`config.mk`:
```
export PLATFORM = sky130hd
export DESIGN_NAME = icl_regs
export DESIGN_NICKNAME = d
export VERILOG_FILES = /design/src/verilog/icl_pkg.sv /design/src/verilog/icl_regs.sv
export SDC_FILE = /design/constraint.sdc
export NUM_CORES = 1
export LEC_CHECK = 0
export BUFFER_PORTS_ARGS = -buffer_cell sky130_fd_sc_hd__buf_2
export CAP_MARGIN = 20
export CORE_MARGIN = 2
export CORE_UTILIZATION = 45
export CTS_CLUSTER_DIAMETER = 150
export DETAILED_ROUTE_END_ITERATION = 8
export SETUP_SLACK_MARGIN = 0.4
export SLEW_MARGIN = 20
export SYNTH_ARGS = -nofsm -noshare
export SYNTH_HDL_FRONTEND = slang
export SYNTH_SLANG_ARGS = --single-unit
```
`constraint.sdc`:
```
create_clock -name sys_clk -period 6.65 [get_ports sys_clk]
set_input_delay 0.665 -clock sys_clk [delete_from_list [all_inputs] [get_ports sys_clk]]
set_output_delay 0.665 -clock sys_clk [all_outputs]
set_load 0.02 [all_outputs]
```
`src/verilog/icl_pkg.sv`:
```
`default_nettype none
// Shared constants of the input current limit and identity register bank
package icl_pkg;
   // Register offsets on the serial bus
   localparam logic [7:0] LIMIT_LOW_OFFSET = 8'h0e;
   localparam logic [7:0] LIMIT_HIGH_OFFSET = 8'h0f;
   localparam logic [7:0] MAKER_OFFSET = 8'h2e;
   localparam logic [7:0] PART_OFFSET = 8'h2f;
   // Field layout of the upper limit byte
   localparam int LIMIT_CODE_WIDTH = 7;
   localparam int RESERVED_BIT = 7;
   // Reset, default and upper bound limit codes, fixed read values
   localparam logic [6:0] LIMIT_RESET_CODE = 7'h20;
   localparam logic [6:0] TEN_MOHM_DEFAULT_CODE = 7'h41;
   localparam logic [6:0] FIVE_MOHM_DEFAULT_CODE = 7'h20;
   localparam logic [6:0] TEN_MOHM_MAX_CODE = 7'h7f;
   localparam logic [7:0] LIMIT_LOW_VALUE = 8'h00;
   localparam logic [7:0] UNMAPPED_VALUE = 8'h00;
   // Scaling in milliamps
   localparam int LIMIT_MA_WIDTH = 14;
   localparam logic [13:0] TEN_MOHM_STEP_MA = 14'h0032;
   localparam logic [13:0] FIVE_MOHM_STEP_MA = 14'h0064;
   localparam logic [13:0] TEN_MOHM_ZERO_MA = 14'h0032;
   localparam logic [13:0] FIVE_MOHM_ZERO_MA = 14'h0064;
   // Serial bus framing
   localparam logic [3:0] BITS_PER_BYTE = 4'h8;
   // Serial slave states
   typedef enum logic [3:0] {
      ST_IDLE = 4'b0000,
      ST_ADDR = 4'b0001,
      ST_ADDR_ACK = 4'b0010,
      ST_REG = 4'b0011,
      ST_REG_ACK = 4'b0100,
      ST_WDATA = 4'b0101,
      ST_WDATA_ACK = 4'b0110,
      ST_RDATA = 4'b0111,
      ST_RDATA_ACK = 4'b1000
   } icl_state_type;
endpackage
`default_nettype wire

```
`src/verilog/icl_regs.sv`:
```
`default_nettype none
// Summary of operation
// Low-ohm mode: code bits weighted 6400 mA down to 100 mA, summed.
// Ten-milliohm mode: code scaled in 50 mA steps, 50 to 6350 mA.
// Writes with code above the supported upper bound are discarded.
// Ten-milliohm mode: code zero means 50 mA, no offset elsewhere.
// Low-ohm mode: code zero means 100 mA, no offset elsewhere.
// Ten-milliohm default 3.25 A, reloaded on adapter removal.
// Low-ohm default 3.2 A, reloaded on removal; code denotes maximum.
// Select bit 0 picks ten-milliohm, 1 picks low-ohm scaling and span.
// Host adds 100 or 200 mA to nominal to get maximum limit.
// External limit enable at 0 makes the device ignore that pin.
// Upper byte bit 7 reserved, resets 0; writing 1 is invalid.
// Lower byte is read-only, reads zero, ignores writes.
// Maker identity at 2Eh returns a fixed code, writes ignored.
// Part identity at 2Fh returns a fixed code, writes ignored.
// Upper byte resets with only bit 5 set.
// Host programs the limit as one 16-bit write across both bytes.
// Upper byte reads return stored code, reserved bit reads zero.
// Writes take effect only when the whole transfer ends with stop.
module icl_regs #(
   parameter logic [6:0] DEVICE_ADDRESS = 7'h55, // Arbitrary bus address
   parameter logic [7:0] MAKER_CODE = 8'h3c, // Arbitrary value
   parameter logic [7:0] PART_CODE = 8'h7a // Arbitrary value
) (
   input wire logic sys_clk,
   input wire logic sys_rst,
   input wire logic scl_in,
   input wire logic sda_in,
   output logic sda_out,
   output logic sda_oe,
   input wire logic sense_resistor_select,
   input wire logic [6:0] low_ohm_code_limit,
   input wire logic adapter_present,
   input wire logic external_limit_enable,
   input wire logic external_limit_pin,
   output logic [6:0] host_input_current_limit,
   output logic [13:0] limit_ma,
   output logic limit_denotes_max,
   output logic use_external_loop
);
   // Synchroniser and history flops for pins
   logic scl_meta, scl_sync, scl_prev;
   logic sda_meta, sda_sync, sda_prev;
   logic adp_meta, adp_sync, adp_prev;
   logic ext_meta, ext_sync;
   // Serial slave state
   icl_pkg::icl_state_type state;
   logic [7:0] shift;
   logic [3:0] bit_cnt;
   logic [7:0] pointer;
   logic read_mode;
   logic host_acked;
   logic [7:0] staged_high;
   logic staged_valid;
   logic drive_low;

   // Two-flop synchronisers, then one history stage except on the external limit pin
   always_ff @(posedge sys_clk or posedge sys_rst) begin
      if (sys_rst) begin
         scl_meta <= 1'b1;
         scl_sync <= 1'b1;
         scl_prev <= 1'b1;
         sda_meta <= 1'b1;
         sda_sync <= 1'b1;
         sda_prev <= 1'b1;
         adp_meta <= 1'b0;
         adp_sync <= 1'b0;
         adp_prev <= 1'b0;
         ext_meta <= 1'b0;
         ext_sync <= 1'b0;
      end else begin
         scl_meta <= scl_in;
         scl_sync <= scl_meta;
         scl_prev <= scl_sync;
         sda_meta <= sda_in;
         sda_sync <= sda_meta;
         sda_prev <= sda_sync;
         adp_meta <= adapter_present;
         adp_sync <= adp_meta;
         adp_prev <= adp_sync;
         ext_meta <= external_limit_pin;
         ext_sync <= ext_meta;
      end
   end

   // Bus events
   wire scl_rise = scl_sync & ~scl_prev;
   wire scl_fall = ~scl_sync & scl_prev;
   wire bus_start = scl_sync & scl_prev & sda_prev & ~sda_sync;
   wire bus_stop = scl_sync & scl_prev & ~sda_prev & sda_sync;
   wire byte_done = (bit_cnt == icl_pkg::BITS_PER_BYTE);
   wire adapter_removed = adp_prev & ~adp_sync;

   // Read data selection
   wire [7:0] high_readback = {1'b0, host_input_current_limit};
   wire [7:0] read_data =
      (pointer == icl_pkg::LIMIT_LOW_OFFSET) ? icl_pkg::LIMIT_LOW_VALUE :
      (pointer == icl_pkg::LIMIT_HIGH_OFFSET) ? high_readback :
      (pointer == icl_pkg::MAKER_OFFSET) ? MAKER_CODE :
      (pointer == icl_pkg::PART_OFFSET) ? PART_CODE :
      icl_pkg::UNMAPPED_VALUE;

   // Write validation at commit
   wire [6:0] code_bound = sense_resistor_select ? low_ohm_code_limit
                                                 : icl_pkg::TEN_MOHM_MAX_CODE;
   wire reserved_set = staged_high[icl_pkg::RESERVED_BIT];
   wire code_ok = staged_high[6:0] <= code_bound;
   wire commit = bus_stop & staged_valid & ~reserved_set & code_ok;
   wire [6:0] default_code = sense_resistor_select ? icl_pkg::FIVE_MOHM_DEFAULT_CODE
                                                   : icl_pkg::TEN_MOHM_DEFAULT_CODE;

   // Serial slave sequencing
   always_ff @(posedge sys_clk or posedge sys_rst) begin
      if (sys_rst) begin
         state <= icl_pkg::ST_IDLE;
         shift <= 8'h00;
         bit_cnt <= 4'h0;
         pointer <= 8'h00;
         read_mode <= 1'b0;
         host_acked <= 1'b0;
         drive_low <= 1'b0;
      end else if (bus_stop) begin
         state <= icl_pkg::ST_IDLE;
         drive_low <= 1'b0;
      end else if (bus_start) begin
         state <= icl_pkg::ST_ADDR;
         bit_cnt <= 4'h0;
         drive_low <= 1'b0;
      end else begin
         case (state)
            icl_pkg::ST_ADDR, icl_pkg::ST_REG, icl_pkg::ST_WDATA: begin
               if (scl_rise && !byte_done) begin
                  shift <= {shift[6:0], sda_sync};
                  bit_cnt <= bit_cnt + 4'h1;
               end else if (scl_fall && byte_done) begin
                  bit_cnt <= 4'h0;
                  drive_low <= 1'b1;
                  if (state == icl_pkg::ST_ADDR) begin
                     if (shift[7:1] == DEVICE_ADDRESS) begin
                        read_mode <= shift[0];
                        state <= icl_pkg::ST_ADDR_ACK;
                     end else begin
                        drive_low <= 1'b0;
                        state <= icl_pkg::ST_IDLE;
                     end
                  end else if (state == icl_pkg::ST_REG) begin
                     pointer <= shift;
                     state <= icl_pkg::ST_REG_ACK;
                  end else begin
                     pointer <= pointer + 8'h01;
                     state <= icl_pkg::ST_WDATA_ACK;
                  end
               end
            end
            icl_pkg::ST_ADDR_ACK: begin
               if (scl_fall) begin
                  if (read_mode) begin
                     shift <= read_data;
                     drive_low <= ~read_data[7];
                     state <= icl_pkg::ST_RDATA;
                  end else begin
                     drive_low <= 1'b0;
                     state <= icl_pkg::ST_REG;
                  end
               end
            end
            icl_pkg::ST_REG_ACK, icl_pkg::ST_WDATA_ACK: begin
               if (scl_fall) begin
                  drive_low <= 1'b0;
                  state <= icl_pkg::ST_WDATA;
               end
            end
            icl_pkg::ST_RDATA: begin
               if (scl_rise) begin
                  bit_cnt <= bit_cnt + 4'h1;
               end else if (scl_fall) begin
                  if (byte_done) begin
                     drive_low <= 1'b0;
                     state <= icl_pkg::ST_RDATA_ACK;
                  end else begin
                     shift <= {shift[6:0], 1'b0};
                     drive_low <= ~shift[6];
                  end
               end
            end
            icl_pkg::ST_RDATA_ACK: begin
               if (scl_rise) begin
                  host_acked <= ~sda_sync;
                  pointer <= pointer + 8'h01;
               end else if (scl_fall) begin
                  bit_cnt <= 4'h0;
                  if (host_acked) begin
                     shift <= read_data;
                     drive_low <= ~read_data[7];
                     state <= icl_pkg::ST_RDATA;
                  end else begin
                     state <= icl_pkg::ST_IDLE;
                  end
               end
            end
            default: begin
               drive_low <= 1'b0;
            end
         endcase
      end
   end

   // Staging of upper byte writes until stop
   wire stage_write = (state == icl_pkg::ST_WDATA) && scl_fall && byte_done
                      && !bus_start && !bus_stop;
   wire stage_high = stage_write && (pointer == icl_pkg::LIMIT_HIGH_OFFSET);
   // Any start, repeated or not, abandons a write that never saw its stop
   always_ff @(posedge sys_clk or posedge sys_rst) begin
      if (sys_rst) begin
         staged_high <= 8'h00;
         staged_valid <= 1'b0;
      end else if (bus_stop || bus_start) begin
         staged_valid <= 1'b0;
      end else if (stage_high) begin
         staged_high <= shift;
         staged_valid <= 1'b1;
      end
   end

   // Stored limit code: removal reload wins over a commit
   always_ff @(posedge sys_clk or posedge sys_rst) begin
      if (sys_rst) begin
         host_input_current_limit <= icl_pkg::LIMIT_RESET_CODE;
      end else if (adapter_removed) begin
         host_input_current_limit <= default_code;
      end else if (commit) begin
         host_input_current_limit <= staged_high[6:0];
      end
   end

   // Scaled limit in milliamps
   wire code_zero = (host_input_current_limit == 7'h00);
   wire [13:0] code_wide = {7'h00, host_input_current_limit};
   wire [13:0] ten_ma = code_zero ? icl_pkg::TEN_MOHM_ZERO_MA
                                  : 14'(code_wide * icl_pkg::TEN_MOHM_STEP_MA);
   wire [13:0] five_ma = code_zero ? icl_pkg::FIVE_MOHM_ZERO_MA
                                   : 14'(code_wide * icl_pkg::FIVE_MOHM_STEP_MA);
   wire [13:0] next_limit_ma = sense_resistor_select ? five_ma : ten_ma;
   always_ff @(posedge sys_clk or posedge sys_rst) begin
      if (sys_rst) begin
         limit_ma <= icl_pkg::FIVE_MOHM_ZERO_MA;
         limit_denotes_max <= 1'b0;
         use_external_loop <= 1'b0;
      end else begin
         limit_ma <= next_limit_ma;
         limit_denotes_max <= sense_resistor_select;
         use_external_loop <= external_limit_enable & ext_sync;
      end
   end

   // Open-drain data line: only ever pulled low
   assign sda_out = 1'b0;
   assign sda_oe = drive_low;
endmodule
`default_nettype wire
```
# After elaboration in Yosys (flattened, before gate mapping)
# Index checks and enable logic that the tools add are counted.
# op_classes
mul	2
eq_ne	41
reduce_logical	28
n_addsub	2
n_bitwise	24
mux	69
magnitude_cmp	1
# ops
cell	count
$mux W8	14
$mux W4	18
$mux W7	8
$ne A4 B4 Y1 const B	11
$pmux W8 S4	1
$mux W14	2
$ne A2 B2 Y1 const B	13
$mul A7 B5 Y12 const B	2
$pmux W4 S5	1
$mux W1	17
$eq A4 B3 Y1 const B	4
$eq A8 B4 Y1 const B	2
$eq A8 B6 Y1 const B	2
$pmux W8 S2	1
$reduce_and A7 Y1	2
$mux W13	1
$and A1 B1 Y1	12
$pmux W4 S3	1
$reduce_and A12 Y1	1
$not A1 Y1	11
$reduce_and A10 Y1	1
$ne A3 B3 Y1 const B	3
$reduce_and A9 Y1	1
$add A8 B1 Y8 const B	1
other kinds (22)	37
# totals
out_inout_bits	25
in_bits	15
elab_cells	191
reg_bits	70

# Depth between registers and ports, before layout
# depth
word_depth	9
ltp_mapped	12
mapped_depth_nobuf	12

# Least setup slack after synthesis
# OpenSTA, ideal clock, no wires.
# synth_timing
path_kind	register to register
from	register host_input_current_limit[2]
to	register limit_ma[12]
path_stages_with_launch	12
t_arrival_ns	3.001
path_slack_ns	3.563
setup_time_ns	0.086
period_less_slack_ns	3.087
required_ns	6.564
path_buffers	0
path_cell_list	dfrtp_1 > inv_1 > ha_1 > ha_1 > fa_1 > ha_1 > nor2b_1 > o21a_1 > o21ai_0 > mux2i_1 > a21boi_0 > nor3_1
# synth_via
elab_chain_len	3
elab_cells_between_ends	6
cone_classes	mul: 2; mux: 3; reduce/logical: 1
# synth_lines
item	line	rtl
start: declaration	icl_regs.sv:37	output logic [6:0] host_input_current_limit,
start signal: assignment	icl_regs.sv:229	host_input_current_limit <= icl_pkg::LIMIT_RESET_CODE;
start signal: assignment	icl_regs.sv:231	host_input_current_limit <= default_code;
start signal: assignment	icl_regs.sv:233	host_input_current_limit <= staged_high[6:0];
$mul A7 B5 Y12 or $logic_not A7 Y1 (tied branches)	icl_regs.sv:241, icl_regs.sv:243, icl_regs.sv:238	
$mux W13 or $mux W14 (tied branches)	icl_regs.sv:240, icl_regs.sv:242	
$mux W14 *	icl_regs.sv:244	wire [13:0] next_limit_ma = sense_resistor_select ? five_ma : ten_ma;
named net next_limit_ma[12]	icl_regs.sv:244	
end signal: assignment	icl_regs.sv:247	limit_ma <= icl_pkg::FIVE_MOHM_ZERO_MA;
end signal: assignment	icl_regs.sv:251	limit_ma <= next_limit_ma;
end: declaration	icl_regs.sv:38	output logic [13:0] limit_ma,
# Mark *: on every way through the listed nets, which the timed path passes. The rest lies on a longest branch.
# A chain may end at the register's enable or synchronous reset.

# Worst setup path after layout
# Ends and elaborated chain as after synthesis.

==> results by group <==
Routing
  • DRC viols: 0
  • DR WL/cell: 15.0 µm
  • Iteration-0 DRC Markers: 160
  • Via-per-instance ratio: 5.40
  • DRT Pass-1 Iters: 5
  • Post-DRT Antenna Nets: 0
  • Vias: 3377
  • Routed wire length: 9400 µm

Layout
  • Area delta synth->final: 10.7%
  • # fillers: 919
  • Area taken by multi-input logic gates: 2480 µm²
  • Most frequent cells in the layout: dfrtp_1 (59), nor2_1 (44), ha_1 (40)
  • Layout cells sized above 1: 0.187
  • Diodes inserted: 0
  • Nets: 544
  • Commonest non-fill, non-tap cell in the layout: dfrtp_1
  • FF/Latch Area: 1740 µm²

Power and ir drop
  • Max VDD drop: 0.000192 V
  • Pleak: 2.30 nW
  • Power density over the cells: 285 nW/µm²
  • Power Total: 1.39 mW

Floorplan
  • Core Area: 9640 µm²
  • Num rows: 36
  • Initial Util: 0.456
  • Chip Width: 103 µm
  • Die height: 103 µm
  • DIE AREA: 10600 µm²
  • I/O Pins: 40

Critical path
  • Crit start category: register
  • Critical path peak fanout: 8
  • CP Data Arrival Time: 3.53 ns
  • Crit Path Class: reg2reg
  • WP data required: 6.92 ns
  • Critical path capture point type: register

Yosys
  • Synth cell types: 73
  • Most area-consuming cells after synthesis: dfrtp_1 (34%), ha_1 (11%), dfstp_2 (6.0%)
  • Dominant cell type by area after synthesis: dfrtp_1
  • #FFs+latches synth: 69
  • Post-synth EDFFs: 0
  • Cells after synthesis: 457
  • YS warnings: 0
  • Async set or reset register ratio after synthesis: 1.00
  • Post-Syn Area: 4390 µm²
  • Synth Flop Type: dfrtp_1
  • Post-synth top area share: 0.336
  • Register area share after synthesis: 0.396
  • Avg Inst Size Synth: 9.62 µm²

GRT
  • Vias in the first global route: 3176
  • GRT Residual Overflow: 0
  • Global-route wire length before repair: 16000 µm
  • Initial antenna violation count: 0
  • Global-route usage over all layers: 0.194
  • Largest net degree at the start of global routing: 70

Placed design
  • Final HPWL DP: 6840 µm
  • Port Buf Inserts: 37
  • Gpl congestion: 0.889

Timing
  • Final setup TNS: 0 ns
  • Fmax: 307 MHz
  • Max Slew Vio Count: 0
  • RSZ-0062 raised after global routing: false
  • Hold Slack: 0.352 ns
  • Setup-failing EPs final: 0
  • Final Hold Violating Endpoints: 0
  • Crit share post-route: 0.490
  • Worst slew pin tran: 1.05 ns
  • Setup Skew: 0.0129 ns
  • Slew margin rel.: 0.301
  • Min Tclk post-route: 3.26 ns

Worst hold path
  • Hold WC Path Type: reg2reg

CTS
  • # Post-CTS Setup Buffers: 0
  • CTS Buf Count: 9
  • Hold_buf cts: 0
  • CTS clk-pin slew, worst paths: 0.09 ns
  • Post-cts resize count: 0
  • Clock Tree Buf Depth: 2
  • CTS H-Tree Depth: 3
  • Root buffer cell: clkbuf_8
  • Sink Count: 69
  • CTS tree: done
  • Latest clock arrival within the worst-skew pair: 0.35 ns

Run status
  • Status: complete, no violations

Run
  • Number of max-cap violations: 0
## power breakdown
group | total, mW | switching, mW | internal [mW]
logic | 0.464 | 0.265 | 0.198
registers | 0.576 | 0.0949 | 0.481
clock network | 0.346 | 0.172 | 0.174
total | 1.39 | 0.532 | 0.854
## flip-flops by register name, indices dropped and copies added (netlist names)
signal / count
adp_meta: 1
adp_prev: 1
adp_sync: 1
bit_cnt: 4
ext_meta: 1
ext_sync: 1
host_acked: 1
host_input_current_limit: 7
limit_denotes_max: 1
limit_ma: 13
pointer: 8
read_mode: 1
scl_meta: 1
scl_prev: 1
scl_sync: 1
sda_meta: 1
sda_oe: 1
sda_prev: 1
sda_sync: 1
shift: 8
staged_high: 8
staged_valid: 1
state: 4
use_external_loop: 1
## stage by stage
step / utilization / setup slack (ns) / area [µm²] / cells
floorplan: - / 3.56 / 4400 / 458
global placement: 0.484 / 3.44 / 4660 / 609
detailed placement: 0.484 / 3.35 / 4660 / 609
CTS: 0.505 / 3.38 / 4860 / 625
global route: 0.505 / 3.15 / 4860 / 625
finish: 0.505 / 3.39 / 4860 / 625
## cell usage after synthesis (3+ instances only)
library cell and instances:
o211ai_1 4, xnor2_1 5, o21ai_0 18, dfrtp_1 59, nand2b_1 11, or2_2 4
inv_1 22, nand2_1 33, nand3_1 10, nor3_1 9, o21ai_1 7, nand4b_1 3
mux2i_1 16, mux2_2 14, buf_2 4, o22ai_1 3, a21oi_1 34, a21o_1 5
dfstp_2 10, clkbuf_1 10, a31oi_1 3, nor2b_1 17, a211oi_1 3, ha_1 40
nor2_1 44, buf_4 5, o31ai_1 4
## metal layers
metal | track usage | vias up | part of all wire | wire (µm)
li1 | - | 1695 | - | -
met1 | 0.278 | 1595 | 0.49 | 4640
met2 | 0.300 | 78 | 0.45 | 4250
met3 | 0.0407 | 9 | 0.040 | 378
met4 | 0.0506 | 0 | 0.014 | 128
met5 | 0 | - | 0 | 0
## worst max-delay path, stage by stage, from the launching register on
cell,delay (ns)
dfrtp_1,0.53
inv_1,0.08
ha_1,0.30
ha_1,0.32
fa_1,0.46
ha_1,0.34
nor2b_1,0.14
o21a_1,0.17
o21ai_0,0.33
mux2i_1,0.22
a21boi_0,0.09
nor3_1,0.18
## layout make-up
cell class,instances,share of cell area
clock buffers,9,0.0255
well taps,133,0.0342
flip-flops and latches,69,0.358
multi-input cells,347,0.511
inverters,22,0.0170
clock inverters,7,0.0157
repair buffers,38,0.0396
## path summary, 6_finish.rpt
| path | slack, ns | from | cells past startpoint | to |
|---|---|---|---|---|
| max | 3.39 | host_input_current_limit[2] | 11 | limit_ma[12] |
| min | 0.35 | ext_meta | 0 | ext_sync |
| max reg2reg | 3.39 | host_input_current_limit[2] | 11 | limit_ma[12] |
| min reg2reg | 0.35 | ext_meta | 0 | ext_sync |
| max in group asynchronous | 5.52 | sys_rst | 3 | staged_high[0] |
| min in group asynchronous | 0.58 | sys_rst | 3 | shift[1] |
## cell families after synthesis
| family | after synthesis | share of synthesized area |
|---|---|---|
| mux | 32 | 0.0774 |
| compound gates | 107 | 0.158 |
| flops | 69 | 0.396 |
| other cells | 1 | 0.000853 |
| fa+ha+maj | 44 | 0.128 |
| xor+xnor | 7 | 0.0140 |
| buf+inv | 42 | 0.0413 |
| simple gates | 155 | 0.185 |
(Power assumes the default switching activity.)
